## config.mk

```make
export PLATFORM = sky130hd
export DESIGN_NAME = rtc_alarm_control
export DESIGN_NICKNAME = d
export VERILOG_FILES = /design/src/rtl/rtc_alarm_pkg.sv /design/src/rtl/alarm_tick_divider.sv /design/src/rtl/rtc_alarm_control.sv
export SDC_FILE = /design/constraint.sdc
export NUM_CORES = 1
export LEC_CHECK = 0
export ABC_AREA = 1
export BUFFER_PORTS_ARGS = -buffer_cell sky130_fd_sc_hd__buf_2
export CAP_MARGIN = 15
export CORE_MARGIN = 2
export CORE_UTILIZATION = 45
export CTS_BUF_LIST = sky130_fd_sc_hd__clkbuf_16
export DETAILED_ROUTE_END_ITERATION = 16
export PLACE_DENSITY = 0.74
export SETUP_SLACK_MARGIN = 0.15
export SLEW_MARGIN = 10
export SYNTH_ARGS = -nofsm -noshare
export SYNTH_HDL_FRONTEND = slang
export SYNTH_HIERARCHICAL = 1
export SYNTH_SLANG_ARGS = --single-unit
```

## constraint.sdc

```tcl
create_clock -name clk_sys_i -period 4.8 [get_ports clk_sys_i]
set_clock_uncertainty 0.05 [all_clocks]
set_input_delay 0.24 -clock clk_sys_i [delete_from_list [all_inputs] [get_ports clk_sys_i]]
set_output_delay 0.24 -clock clk_sys_i [all_outputs]
set_load 0.05 [all_outputs]
```

## src/rtl/rtc_alarm_pkg.sv

```systemverilog
package rtc_alarm_pkg;
    // Clock figures
    localparam int unsigned CLK_HZ          = 40_000_000;
    localparam int unsigned HALF_SEC_MS     = 500;
    localparam int unsigned HALF_SEC_CYCLES = CLK_HZ / 1000 * HALF_SEC_MS;

    // Register offsets (byte addresses)
    localparam logic [3:0] OFS_CONTROL = 4'h0;
    localparam logic [3:0] OFS_STATUS  = 4'h4;
    localparam logic [3:0] OFS_MASK    = 4'h8;
    localparam logic [3:0] OFS_LOCK    = 4'hC;

    // Control register fields
    localparam int unsigned BIT_ALARM_EN   = 31;
    localparam int unsigned BIT_WRAP_EN    = 30;
    localparam int unsigned POS_INTERVAL   = 24;
    localparam int unsigned POS_REPEAT     = 16;
    localparam int unsigned BIT_MODULE_EN  = 15;
    localparam int unsigned BIT_WRITE_LOCK = 11;
    localparam int unsigned BIT_OUT_EN     = 7;
    localparam int unsigned POS_OUT_SEL    = 4;
    localparam logic [31:0] CONTROL_WMASK  = 32'hCFFF_88F0;
    localparam logic [31:0] CONTROL_RESET  = 32'h0000_0000;

    // Status bits
    localparam int unsigned ST_ALARM  = 0;
    localparam int unsigned ST_SECOND = 1;
    localparam int unsigned ST_WIDTH  = 2;

    // Unlock keys, written in sequence to the lock register
    localparam logic [31:0] UNLOCK_KEY_A = 32'hAA99_6655;
    localparam logic [31:0] UNLOCK_KEY_B = 32'h5566_99AA;

    // Interval codes
    typedef enum logic [3:0] {
        IV_HALF_SEC = 4'h0,
        IV_SECOND   = 4'h1,
        IV_TEN_SEC  = 4'h2,
        IV_MINUTE   = 4'h3,
        IV_TEN_MIN  = 4'h4,
        IV_HOUR     = 4'h5,
        IV_DAY      = 4'h6,
        IV_WEEK     = 4'h7,
        IV_MONTH    = 4'h8,
        IV_YEAR     = 4'h9
    } interval_t;

    typedef enum logic [1:0] {
        LK_LOCKED = 2'b00,
        LK_KEY_A  = 2'b01,
        LK_OPEN   = 2'b11
    } lock_state_t;
endpackage

```

## src/rtl/alarm_tick_divider.sv

```systemverilog
`timescale 1ns/1ps
// Half-second tick enable from the system clock; count cleared and tick low while disabled
module alarm_tick_divider (
    // Clock and reset
    input  wire logic clk_sys_i,
    input  wire logic srst_i,
    // Control
    input  wire logic run_i,
    // Tick
    output logic      tick_o
);
    logic [24:0] count_r;

    always_ff @(posedge clk_sys_i) begin
        if (srst_i || !run_i) begin
            count_r <= 25'h0000000;
            tick_o  <= 1'b0;
        end else if (count_r == 25'(rtc_alarm_pkg::HALF_SEC_CYCLES - 1)) begin
            count_r <= 25'h0000000;
            tick_o  <= 1'b1;
        end else begin
            count_r <= count_r + 25'h0000001;
            tick_o  <= 1'b0;
        end
    end
endmodule // alarm_tick_divider

```

## src/rtl/rtc_alarm_control.sv

```systemverilog
// The implementer's own choices: the register addresses and the strobed register port.
`timescale 1ns/1ps
// Summary of operation
// - Alarm events only while alarm enable set
// - Wrap enable lets repeat count wrap 00 to FF
// - Interval code selects alarm period
// - Repeat count N gives N further alarms
// - Each alarm event decrements repeat count, except at zero without wrap
// - Module enable gates all counting
// - Unimplemented control bits read zero
module rtc_alarm_control (
    // Clock and reset
    input  wire logic        clk_sys_i,
    input  wire logic        srst_i,
    // Register port
    input  wire logic [3:0]  addr_i,
    input  wire logic [31:0] wdata_i,
    input  wire logic        wr_i,
    input  wire logic        rd_i,
    output logic [31:0]      rdata_o,
    // Current time and alarm time from the calendar counters, same clock
    input  wire logic [4:0]  cur_sec_tens_units_i,
    input  wire logic [5:0]  cur_sec_i,
    input  wire logic [5:0]  cur_min_i,
    input  wire logic [4:0]  cur_hour_i,
    input  wire logic [2:0]  cur_wday_i,
    input  wire logic [4:0]  cur_mday_i,
    input  wire logic [3:0]  cur_month_i,
    input  wire logic        cur_half_i,
    input  wire logic [5:0]  alm_sec_i,
    input  wire logic [5:0]  alm_min_i,
    input  wire logic [4:0]  alm_hour_i,
    input  wire logic [2:0]  alm_wday_i,
    input  wire logic [4:0]  alm_mday_i,
    input  wire logic [3:0]  alm_month_i,
    input  wire logic        time_update_i,
    // Output pin
    output logic             clk_unit_pin_o,
    output logic             clk_unit_pin_oe_o,
    // Interrupt and status
    output logic             irq_o,
    output logic             module_en_o,
    output logic             alarm_event_o
);
    localparam int unsigned ST_WIDTH_L = rtc_alarm_pkg::ST_WIDTH;
    logic [31:0] control_r;
    logic [ST_WIDTH_L-1:0] status_r;
    logic [ST_WIDTH_L-1:0] mask_r;
    logic        alarm_en;
    logic        wrap_en;
    logic [3:0]  interval;
    logic [7:0]  repeat_cnt;
    logic        out_en;
    logic [2:0]  out_sel;
    logic        half_tick;
    logic        match;
    logic        match_d_r;
    logic        alarm_done_r;
    logic        alarm_evt;
    logic        alarm_pulse_r;
    logic        sec_phase_r;
    rtc_alarm_pkg::lock_state_t lock_r;
    logic        wr_ctl;
    logic        wr_lock;

    assign alarm_en   = control_r[rtc_alarm_pkg::BIT_ALARM_EN];
    assign wrap_en    = control_r[rtc_alarm_pkg::BIT_WRAP_EN];
    assign interval   = control_r[rtc_alarm_pkg::POS_INTERVAL +: 4];
    assign repeat_cnt = control_r[rtc_alarm_pkg::POS_REPEAT +: 8];
    assign out_en     = control_r[rtc_alarm_pkg::BIT_OUT_EN];
    assign out_sel    = control_r[rtc_alarm_pkg::POS_OUT_SEL +: 3];
    assign module_en_o = control_r[rtc_alarm_pkg::BIT_MODULE_EN];
    assign wr_ctl  = wr_i && (addr_i == rtc_alarm_pkg::OFS_CONTROL);
    assign wr_lock = wr_i && (addr_i == rtc_alarm_pkg::OFS_LOCK);

    alarm_tick_divider u_div (
        .clk_sys_i (clk_sys_i),
        .srst_i    (srst_i),
        .run_i     (module_en_o),
        .tick_o    (half_tick)
    );

    // Field compare for the selected interval; coarser codes match as many fields or more
    function automatic logic field_match(input logic [3:0] code, input logic [5:0] cs, input logic [5:0] as_,
                                         input logic [5:0] cm, input logic [5:0] am, input logic [4:0] ch,
                                         input logic [4:0] ah, input logic [2:0] cw, input logic [2:0] aw,
                                         input logic [4:0] cd, input logic [4:0] ad, input logic [3:0] cmo,
                                         input logic [3:0] amo);
        logic ok;
        ok = 1'b1;
        unique case (code)
            rtc_alarm_pkg::IV_HALF_SEC: ok = 1'b1;
            rtc_alarm_pkg::IV_SECOND:   ok = 1'b1;
            rtc_alarm_pkg::IV_TEN_SEC:  ok = (cs % 6'd10) == (as_ % 6'd10);
            rtc_alarm_pkg::IV_MINUTE:   ok = cs == as_;
            rtc_alarm_pkg::IV_TEN_MIN:  ok = cs == as_ && (cm % 6'd10) == (am % 6'd10);
            rtc_alarm_pkg::IV_HOUR:     ok = cs == as_ && cm == am;
            rtc_alarm_pkg::IV_DAY:      ok = cs == as_ && cm == am && ch == ah;
            rtc_alarm_pkg::IV_WEEK:     ok = cs == as_ && cm == am && ch == ah && cw == aw;
            rtc_alarm_pkg::IV_MONTH:    ok = cs == as_ && cm == am && ch == ah && cd == ad;
            rtc_alarm_pkg::IV_YEAR:     ok = cs == as_ && cm == am && ch == ah && cd == ad && cmo == amo;
            default:                    ok = 1'b0; // Reserved codes never match
        endcase
        return ok;
    endfunction

    // Half-second code fires on every tick; second code on every other tick
    always_ff @(posedge clk_sys_i) begin
        if (srst_i) begin
            sec_phase_r <= 1'b0;
        end else if (half_tick) begin
            sec_phase_r <= ~sec_phase_r;
        end
    end

    always_comb begin
        match = field_match(interval, cur_sec_i, alm_sec_i, cur_min_i, alm_min_i, cur_hour_i, alm_hour_i,
                            cur_wday_i, alm_wday_i, cur_mday_i, alm_mday_i, cur_month_i, alm_month_i);
        if (interval == rtc_alarm_pkg::IV_HALF_SEC) begin
            match = half_tick;
        end else if (interval == rtc_alarm_pkg::IV_SECOND) begin
            match = half_tick && sec_phase_r;
        end else begin
            match = match && time_update_i && !cur_half_i;
        end
    end

    // Match edge, qualified by enables and the last-shot flag
    assign alarm_evt = module_en_o && alarm_en && !alarm_done_r && match && !match_d_r;

    // Tick codes skip the edge detect: the tick is already a one-cycle pulse
    always_ff @(posedge clk_sys_i) begin
        if (srst_i) begin
            match_d_r <= 1'b0;
        end else if (interval > rtc_alarm_pkg::IV_SECOND) begin
            match_d_r <= match;
        end else begin
            match_d_r <= 1'b0;
        end
    end

    // Once the count sits at zero without wrap, one more alarm ends the series
    // The last shot wins over a same-cycle re-arm, as the count decrement does
    always_ff @(posedge clk_sys_i) begin
        if (srst_i) begin
            alarm_done_r <= 1'b0;
        end else if (alarm_evt && repeat_cnt == 8'h00 && !wrap_en) begin
            alarm_done_r <= 1'b1;
        end else if (wr_ctl && wdata_i[rtc_alarm_pkg::BIT_ALARM_EN]) begin
            alarm_done_r <= 1'b0;
        end
    end

    always_ff @(posedge clk_sys_i) begin
        if (srst_i) begin
            alarm_pulse_r <= 1'b0;
        end else begin
            alarm_pulse_r <= alarm_evt;
        end
    end
    assign alarm_event_o = alarm_pulse_r;

    // Unlock sequence: key A then key B opens one write that may clear the lock
    always_ff @(posedge clk_sys_i) begin
        if (srst_i) begin
            lock_r <= rtc_alarm_pkg::LK_LOCKED;
        end else if (wr_lock) begin
            if (wdata_i == rtc_alarm_pkg::UNLOCK_KEY_A) begin
                lock_r <= rtc_alarm_pkg::LK_KEY_A;
            end else if (wdata_i == rtc_alarm_pkg::UNLOCK_KEY_B && lock_r == rtc_alarm_pkg::LK_KEY_A) begin
                lock_r <= rtc_alarm_pkg::LK_OPEN;
            end else begin
                lock_r <= rtc_alarm_pkg::LK_LOCKED;
            end
        end else if (wr_ctl) begin
            // The open state serves one control write only
            lock_r <= rtc_alarm_pkg::LK_LOCKED;
        end
    end

    // Control register; repeat decrement wins over a same-cycle write of the count
    always_ff @(posedge clk_sys_i) begin
        if (srst_i) begin
            control_r <= rtc_alarm_pkg::CONTROL_RESET;
        end else begin
            if (wr_ctl) begin
                control_r <= wdata_i & rtc_alarm_pkg::CONTROL_WMASK;
                // Setting the lock is always allowed; clearing it needs the open state
                if (control_r[rtc_alarm_pkg::BIT_WRITE_LOCK] && lock_r != rtc_alarm_pkg::LK_OPEN) begin
                    control_r[rtc_alarm_pkg::BIT_WRITE_LOCK] <= 1'b1;
                end
            end
            if (alarm_evt) begin
                if (repeat_cnt != 8'h00 || wrap_en) begin
                    control_r[rtc_alarm_pkg::POS_REPEAT +: 8] <= repeat_cnt - 8'h01;
                end
            end
        end
    end

    // Sticky status, write one to clear, set wins
    always_ff @(posedge clk_sys_i) begin
        if (srst_i) begin
            status_r <= '0;
        end else begin
            status_r <= (status_r & ~((wr_i && addr_i == rtc_alarm_pkg::OFS_STATUS) ?
                         wdata_i[ST_WIDTH_L-1:0] : {ST_WIDTH_L{1'b0}}))
                        | {half_tick && sec_phase_r, alarm_evt};
        end
    end

    always_ff @(posedge clk_sys_i) begin
        if (srst_i) begin
            mask_r <= '0;
        end else if (wr_i && addr_i == rtc_alarm_pkg::OFS_MASK) begin
            mask_r <= wdata_i[ST_WIDTH_L-1:0];
        end
    end
    // Level output; it stays high until software clears the flag or the mask bit
    assign irq_o = |(status_r & mask_r);

    // Reads have no side effects, so polling the status never loses a flag
    // Read data stand for one cycle after the strobe
    always_ff @(posedge clk_sys_i) begin
        if (srst_i) begin
            rdata_o <= 32'h0000_0000;
        end else if (rd_i) begin
            unique case (addr_i)
                rtc_alarm_pkg::OFS_CONTROL: rdata_o <= control_r & rtc_alarm_pkg::CONTROL_WMASK;
                rtc_alarm_pkg::OFS_STATUS:  rdata_o <= {{(32-ST_WIDTH_L){1'b0}}, status_r};
                rtc_alarm_pkg::OFS_MASK:    rdata_o <= {{(32-ST_WIDTH_L){1'b0}}, mask_r};
                rtc_alarm_pkg::OFS_LOCK:    rdata_o <= {30'h0000_0000, lock_r};
                default:                    rdata_o <= 32'h0000_0000;
            endcase
        end else begin
            rdata_o <= 32'h0000_0000;
        end
    end

    // Pin output: 0 alarm pulse, 1 second toggle, 2 half-second tick, others low
    always_ff @(posedge clk_sys_i) begin
        if (srst_i) begin
            clk_unit_pin_o    <= 1'b0;
            clk_unit_pin_oe_o <= 1'b0;
        end else begin
            clk_unit_pin_oe_o <= out_en;
            unique case (out_sel)
                3'h0:    clk_unit_pin_o <= alarm_evt;
                3'h1:    clk_unit_pin_o <= sec_phase_r;
                3'h2:    clk_unit_pin_o <= half_tick;
                default: clk_unit_pin_o <= 1'b0;
            endcase
        end
    end

    a_alarm_gated: assert property (@(posedge clk_sys_i) disable iff (srst_i)
        alarm_pulse_r |-> $past(alarm_en) && $past(module_en_o))
        else $error("alarm event without enables");
    a_repeat_hold: assert property (@(posedge clk_sys_i) disable iff (srst_i)
        alarm_evt && !wr_ctl && repeat_cnt == 8'h00 && !wrap_en |=> repeat_cnt == 8'h00)
        else $error("repeat count left zero without wrap");
    a_repeat_wrap: assert property (@(posedge clk_sys_i) disable iff (srst_i)
        alarm_evt && repeat_cnt == 8'h00 && wrap_en |=> repeat_cnt == 8'hFF)
        else $error("repeat count did not wrap");
    a_repeat_dec: assert property (@(posedge clk_sys_i) disable iff (srst_i)
        alarm_evt && repeat_cnt != 8'h00 |=> repeat_cnt == $past(repeat_cnt) - 8'h01)
        else $error("repeat count not decremented");
    a_last_shot: assert property (@(posedge clk_sys_i) disable iff (srst_i)
        alarm_evt && repeat_cnt == 8'h00 && !wrap_en && !wr_ctl |=> !alarm_evt [*2])
        else $error("alarm after last shot");
    a_idle_no_tick: assert property (@(posedge clk_sys_i) disable iff (srst_i)
        !module_en_o |=> !half_tick)
        else $error("tick while disabled");
    a_lock_kept: assert property (@(posedge clk_sys_i) disable iff (srst_i)
        wr_ctl && control_r[rtc_alarm_pkg::BIT_WRITE_LOCK] && lock_r != rtc_alarm_pkg::LK_OPEN
        |=> control_r[rtc_alarm_pkg::BIT_WRITE_LOCK])
        else $error("lock cleared without unlock");
    a_reserved_zero: assert property (@(posedge clk_sys_i) disable iff (srst_i)
        $past(rd_i) && $past(addr_i) == rtc_alarm_pkg::OFS_CONTROL |-> (rdata_o & ~rtc_alarm_pkg::CONTROL_WMASK) == 32'h0)
        else $error("reserved control bits read nonzero");
    a_flag_set: assert property (@(posedge clk_sys_i) disable iff (srst_i)
        alarm_evt |=> status_r[rtc_alarm_pkg::ST_ALARM])
        else $error("alarm flag not set");
    a_pin_enable: assert property (@(posedge clk_sys_i) disable iff (srst_i)
        out_en |=> clk_unit_pin_oe_o ##0 1'b1)
        else $error("pin not driven when enabled");
endmodule // rtc_alarm_control

```

==> results.md, run 1 <==
* Outcome: finished, final reports clean
* Total GRT Usage at 21.2%
* Met3 routed WL at ~800 um
* I/O Buffers at roughly 130
* H-tree lvl count at 3
* Vias in the first global route at 4,998
* WHS Path Cells at 3
* # rows at 39
* Share of cells above drive strength 1 at between 10% and 20%
* Clock slew seen by the registers of the worst setup and hold paths at ~0.060 ns
* Largest family of logic cells by synthesized area: simple AND/OR/NAND/NOR gates
* Ys flop type: dfxtp_1
* First-pass GRT wire length at between 20,000 and 25,000 um
* Wire length per cell at ~12 um
* Iteration-0 DRC Markers at approximately 360
* Longest Clk Path Bufs at 2
* Starting Density at 46.2%
* Worst path most repeated cell: nand2_1
* Worst Hold Class: primary input to flop
* Initial antenna violation count at 1
* Gpl congestion at just under 1
* Overall power at 1.75 mW
* GRT overflow at 0
* Hold WS at approximately 0.12 ns
* Final Setup Violations at 0
* Fmax at around 400 MHz
* Synth Area in Compound Gates at under 10%
* YS warnings at 6
* EDFF count, synth at 0
* Critical path's top delay family: simple AND/OR/NAND/NOR gates
* Post-synth top area share at about 30%
* CP max-delay cell: nand2_2
* RSZ-0062 raised after global routing: no
* Synth Area in XOR/XNOR at 6.97%
* Sequential fraction of the synthesis area at about 30%
* Levels on crit path at 21
* Peak supply drop at between 0.2 and 0.25 mV
* Flops & latches, synth at 80
* Die Area at ~13,000 um2
* Slowest stage delay, CP at approximately 0.23 ns
* Fillers at about 1,200
* Worst Path Arrival at 2.59 ns
* DIE HEIGHT at ~110 um
* Multiplexer area fraction after synthesis at 0%
* Slew Limit Fails at 0
* Ports at approximately 140
* Commonest cells post-synth: 198 x nand2_1, 103 x nor2_1, 101 x inv_1
* Largest net degree at the start of global routing at 24
* Leakage power at roughly 2.8 nW
* Reg2Reg Depth at 14
* Synth area leader: dfxtp_1
* Worst rel slew slack at about half
* Setup CP Type: primary input to flop
* Via density at between 4 and 5
* Clk sink count at 80
* Post-DP HPWL at between 10,000 and 15,000 um
* Highest metal used: met4
* Setup Total Neg Slack at 0 ns
* Ys async rst share at 0%
* Root buffer cell: clkbuf_16
* Met2 WL at a little over 6000 um
* Worst slew pin tran at 0.726 ns
* Critical path capture point type: flop
* Final #Nets at approximately 1,100
* Synthesized area at between 5000 and 6000 um2
* Hold bufs inserted after CTS at 0
* CP Launch Type: primary input
* Avg Inst Size Synth at ~6.4 um2
* Critical Path Fanout Max at 11
* FF+latch area at about 1600 um2
* Final period utilization at ~51%
* Post-DRT Antenna Nets at 0
* Die W at 112 um
* Pwr/cell area at about 280 nW/um2
* Tmin final at about 2.4 ns
* Util after Layout at ~55%
* Final wirelength at roughly 13,000 um
* Worst endpoint required time at approximately 5.0 ns
* CP Cell Sequence: buf_2 > inv_1 > nand3_1 > a21o_2 > and2_2 > ha_1 > xor2_1 > nand2_1 > nand2_1 > nand2_1 > nand2_1 > nor2_1 > nand2_1 > nand2_1 > nand2_1 > nand2_1 > nand2_1 > nand2_2 > nand3_4 > nand2_1 > a21oi_1
* Post-CTS Setup Inserts at 0
* CTS Buf Count at 9
* Post-Synth Adder-Cell Area at 2.37%
* Post-synth cell types at 44
* DRT met1 WL at ~6000 um
* TritonCTS clock tree: built
* Vias at between 5,000 and 6,000
* Post-Synthesis Cells at roughly 800
* Worst skew pair latency at approximately 0.34 ns
* Area contributors post-synth: dfxtp_1 30%, nand2_1 14%, nor2_1 7.3%, inv_1 7.2%, nand3_1 5.2%
* Layout area overhead at 19.7%
* CP Buf/Inv Count at 2
* CTS resizes at 0
* Simple-gate share of the synthesized area at about two fifths
* Top-count cell post-synth: nand2_1
* Core box area at roughly 11,000 um2
* Initial DRT Pass Iterations at 5
* Max-cap violations at 0
* Multi-input logic area at 3140 um2
* DRC Markers at 0
* Hold Fails Final Rpt at 0
-- final timing paths --
check / from / end / slack (ns)
worst max-delay path: cur_min_i[4] / control_r[22] / 2.37
worst min-delay path: wdata_i[11] / control_r[11] / 0.12
worst max register to register: control_r[25] / control_r[22] / 2.48
worst min register to register: u_div/count_r[0] / u_div/count_r[0] / 0.40
-- state kept, by name (all words and copies together) (netlist names) --
register	count
alarm_done_r	1
alarm_event_o	1
clk_unit_pin_o	1
clk_unit_pin_oe_o	1
control_r	20
lock_r	2
mask_r	2
match_d_r	1
rdata_o	22
sec_phase_r	1
status_r	2
u_div/count_r	25
u_div/tick_o	1
-- worst register-to-register path: stages (launching register included) --
cell and delay (ns):
dfxtp_1 0.39, nor2_1 0.30, nand2_1 0.09, nor2_1 0.19, nand4_1 0.13, nand2_1 0.10, a21oi_1 0.06, nand2_1 0.06
a21oi_1 0.04, nand2_1 0.07, nand2_1 0.06, nand2_2 0.23, nand3_4 0.21, nand2_1 0.14, a21oi_1 0.07
-- routing by layer --
metal,up-vias,GRT usage (%)
met4,0,4.80
met5,-,0
met3,15,5.40
met2,146,35.5
li1,2871,-
met1,2387,27.6
-- report_power, final --
part           internal (mW)  switching [mW]
clock                  0.513           0.282
combinational          0.101           0.180
sequential             0.667         0.00292
total                   1.28           0.465
-- cell type report --
class / instances / area share [%]
multi-input combinational: 617 / 49.8
sequential: 80 / 25.4
tap: 143 / 2.83
timing repair buffer: 128 / 10.2
antenna: 1 / 0.0396
clock inverter: 7 / 1.96
inverter: 105 / 6.24
clock buffer: 9 / 3.57
-- stage by stage --
stage          setup slack [ns]  cells  instance area, um2
6_report                   2.37   1090                6310
3_5_place_dp               2.05   1072                5960
5_1_grt                    2.11   1090                6310
2_1_floorplan              2.56    830                5310
3_3_place_gp               2.05   1072                5960
4_1_cts                    2.36   1088                6300
-- cells by family after synthesis --
family | Yosys count
AND/OR/NAND/NOR | 459
adder cells (fa/ha/maj) | 10
XOR/XNOR | 42
AO/OA/AOI/OAI | 96
buffers and inverters | 133
flip-flops | 80
other | 1
-- placed cells by master, fill, tap and decap left out, types with 2 or more instances in the layout --
cell type	n
nor3_1	29
nor2_1	103
o21ai_1	2
nand2_1	198
o21bai_1	2
nand2_2	11
o21ai_0	35
a21oi_1	43
nand3_2	2
nor2_2	5
nand2_4	3
xnor2_1	16
ha_1	10
nor4_1	8
nand3_1	55
buf_4	2
clkbuf_16	9
bufinv_16	3
inv_2	4
dfxtp_1	80
nand4_1	25
nor2_4	4
xor2_1	26
inv_6	3
inv_1	101
and2_1	2
nand3b_1	9
conb_1	10
o22ai_1	4
buf_2	126
Power figures use the tool's default switching activity.
==> inputs of run 2 (changes only) <==
Settings changed: PLACE_DENSITY 0.74 to 0.77.
Clock period 4.8 ns to 2.2 ns, I/O delays scaled along.
==> results.md, run 2 (synthesis gave the netlist of run 1 again) <==
* Outcome: finished, final reports clean
* RSZ-0062 raised after global routing: yes
* Post-DP HPWL at 10,900 um (+7.2%)
* Die Area at 12,600 um2 (unchanged)
* Reg2Reg Launch Point: control_r[16]
* Setup CP Type: primary input to flop
* Fillers at 1,082 (-6.1%)
* Root buffer cell: clkbuf_16
* First-pass GRT wire length at 23,700 um (+6.8%)
* Commonest non-fill, non-tap cell in the layout: nand2_1
* Final wirelength at 14,200 um (+8.3%)
* Hold wc startpoint: wdata_i[25]
* Worst skew pair latency at 0.34 ns (about the same)
* Flop-to-flop setup slack at 0.25 ns (-2.23 ns)
* Worst Hold Class: primary input to flop
* I/O Buffers at 126 (unchanged)
* Worst Path Arrival at 2.22 ns (-0.37 ns)
* Longest Clk Path Bufs at 2 (unchanged)
* Wire length per cell at 12.5 um (+3.9%)
* Critical path capture point type: flop
* DIE HEIGHT at 112 um (unchanged)
* Peak supply drop at 0.398 mV (+63%)
* Critical Path Fanout Max at 8 (-3)
* # rows at 39 (unchanged)
* Largest net degree at the start of global routing at 24 (unchanged)
* Clk pwr share at 43.2% (-2.3 points)
* Comb power frac at 19.2% (+3.1 points)
* Final #Nets at 1,102 (+4.4%)
* Dpl ws at -0.143 ns (-2.19 ns)
* Pwr/cell area at 568 nW/um2 (+110%)
* Placement Cell Area at 6300 um2 (+5.8%)
* H-tree lvl count at 3 (unchanged)
* PnR worst setup slack at 0.215 ns (-2.16 ns)
* Clock slew seen by the registers of the worst setup and hold paths at 0.06 ns (about the same)
* Iteration-0 DRC Markers at 339 (-4.8%)
* Vias at 5,730 (+5.7%)
* Initial antenna violation count at 1 (unchanged)
* Switching share of power at 26.4% (-0.20 points)
* P_int at 2.86 mW (+120%)
* Total GRT Usage at 22.7% (+1.5 points)
* Starting Density at 46.2% (unchanged)
* Vias in the first global route at 5,405 (+8.1%)
* GRT overflow at 0 (unchanged)
* Initial DRT Pass Iterations at 5 (unchanged)
* Share of cells above drive strength 1 at 25.7% (+6.7 points)
* Most flops, register: u_div/count_r
* CTS Buf Count at 9 (unchanged)
* Worst Setup SP: cur_min_i[3]
* Reg power frac at 37.6% (-0.8 points)
* TritonCTS clock tree: built
* Clk sink count at 80 (unchanged)
* Net switching power at 1.03 mW (+120%)
* Setup Total Neg Slack at 0 ns (unchanged)
* Hold Fails Final Rpt at 0 (unchanged)
* Die W at 112 um (unchanged)
* Most frequent cells in the layout: 192 x nand2_1, 122 x buf_2, 96 x inv_1, 96 x nor2_1, 80 x dfxtp_1
* Via density at 5.04 (+1.5%)
* Tmin final at a little under 2 ns
* Max reg flops at 25 (unchanged)
* Worst endpoint required time at 2.43 ns (-2.53 ns)
* Fmax at between 500 and 600 MHz
* Biggest regs: u_div/count_r (25), rdata_o (22), control_r (20)
* Post-Layout Inst Area at 6840 um2 (+8.4%)
* CP Launch Type: primary input
* Post-DRT Antenna Nets at 0 (unchanged)
* DRC Markers at 0 (unchanged)
* Final period utilization at between 90% and 100%
* Slew Limit Fails at 0 (unchanged)
* Core box area at 11,400 um2 (unchanged)
* Gpl congestion at 0.917 (-4.7%)
* Overall power at 3.89 mW (+120%)
* Layout area overhead at 29.7%
* Ports at 142 (unchanged)
* Leakage power at 3.07 nW (+8.4%)
* Max-cap violations at 0 (unchanged)
* Final Setup Violations at 0 (unchanged)
[run 2: layer usage]
metal	vias to the layer above	part of all wire [%]	global-route usage [%]	wire (um)
met5	-	0	0	0
met4	0	1.7	6.75	245
met3	21	6.0	4.27	846
met2	179	47	38.7	6710
met1	2569	45	29.2	6350
li1	2961	-	-	-
[run 2: layout make-up]
| class | instances | area, um2 | area share, % |
|---|---|---|---|
| inverters | 105 | 405 | 5.92 |
| clock inverters | 6 | 108 | 1.57 |
| well taps | 143 | 179 | 2.61 |
| multi-input cells | 618 | 3300 | 48.2 |
| repair buffers | 173 | 1020 | 14.9 |
| flip-flops and latches | 80 | 1600 | 23.4 |
| diodes | 2 | 5.00 | 0.0731 |
| clock buffers | 9 | 225 | 3.29 |
[run 2: what timing repair did]
item                       in CTS  in global routing
setup endpoints to repair       0                 13
setup buffers                   0                  2
gates resized for setup         0                 52
hold endpoints to repair        1                  0
hold buffers                    1                  0
[run 2: path summary, 6_finish.rpt]
kind | endpoint | cells after the start
setup / recovery | control_r[22] | 20
hold / removal | control_r[25] | 3
setup reg to reg | control_r[23] | 10
hold reg to reg | u_div/count_r[0] | 1
[run 2: power groups by stage]
stage	clock network (mW)	registers [mW]	logic (mW)
global route	1.77	1.46	0.836
finish	1.68	1.46	0.747
detailed placement	0	1.49	0.685
global placement	0	1.49	0.674
CTS	1.70	1.46	0.690
floorplan	0	1.49	0.432
[run 2: metrics by stage]
| step | hold slack, ns | std cells | utilization, % |
|---|---|---|---|
| after CTS | 0.00465 | 1131 | 58.2 |
| after floorplan | 0.139 | 830 | - |
| after global routing | 0.0208 | 1135 | 59.9 |
| after global placement | 0.346 | 1115 | 55.2 |
| after detailed placement | 0.348 | 1115 | 55.2 |
| final | 0.0164 | 1136 | 59.9 |
[run 2: critical path, stage by stage]
cell and delay, ns:
buf_8 0.11, inv_6 0.05, nand3_4 0.07, a21o_2 0.22, and2_4 0.17, ha_2 0.16
nor2_1 0.10, nand2_1 0.09, o21ai_1 0.14, nand3_1 0.08, nor2_1 0.10, nand2_1 0.05
nand2_1 0.06, nand2_1 0.04, nand2_1 0.06, nand2_2 0.07, nand2_4 0.12, buf_6 0.15
nand4_1 0.11, a21oi_2 0.15
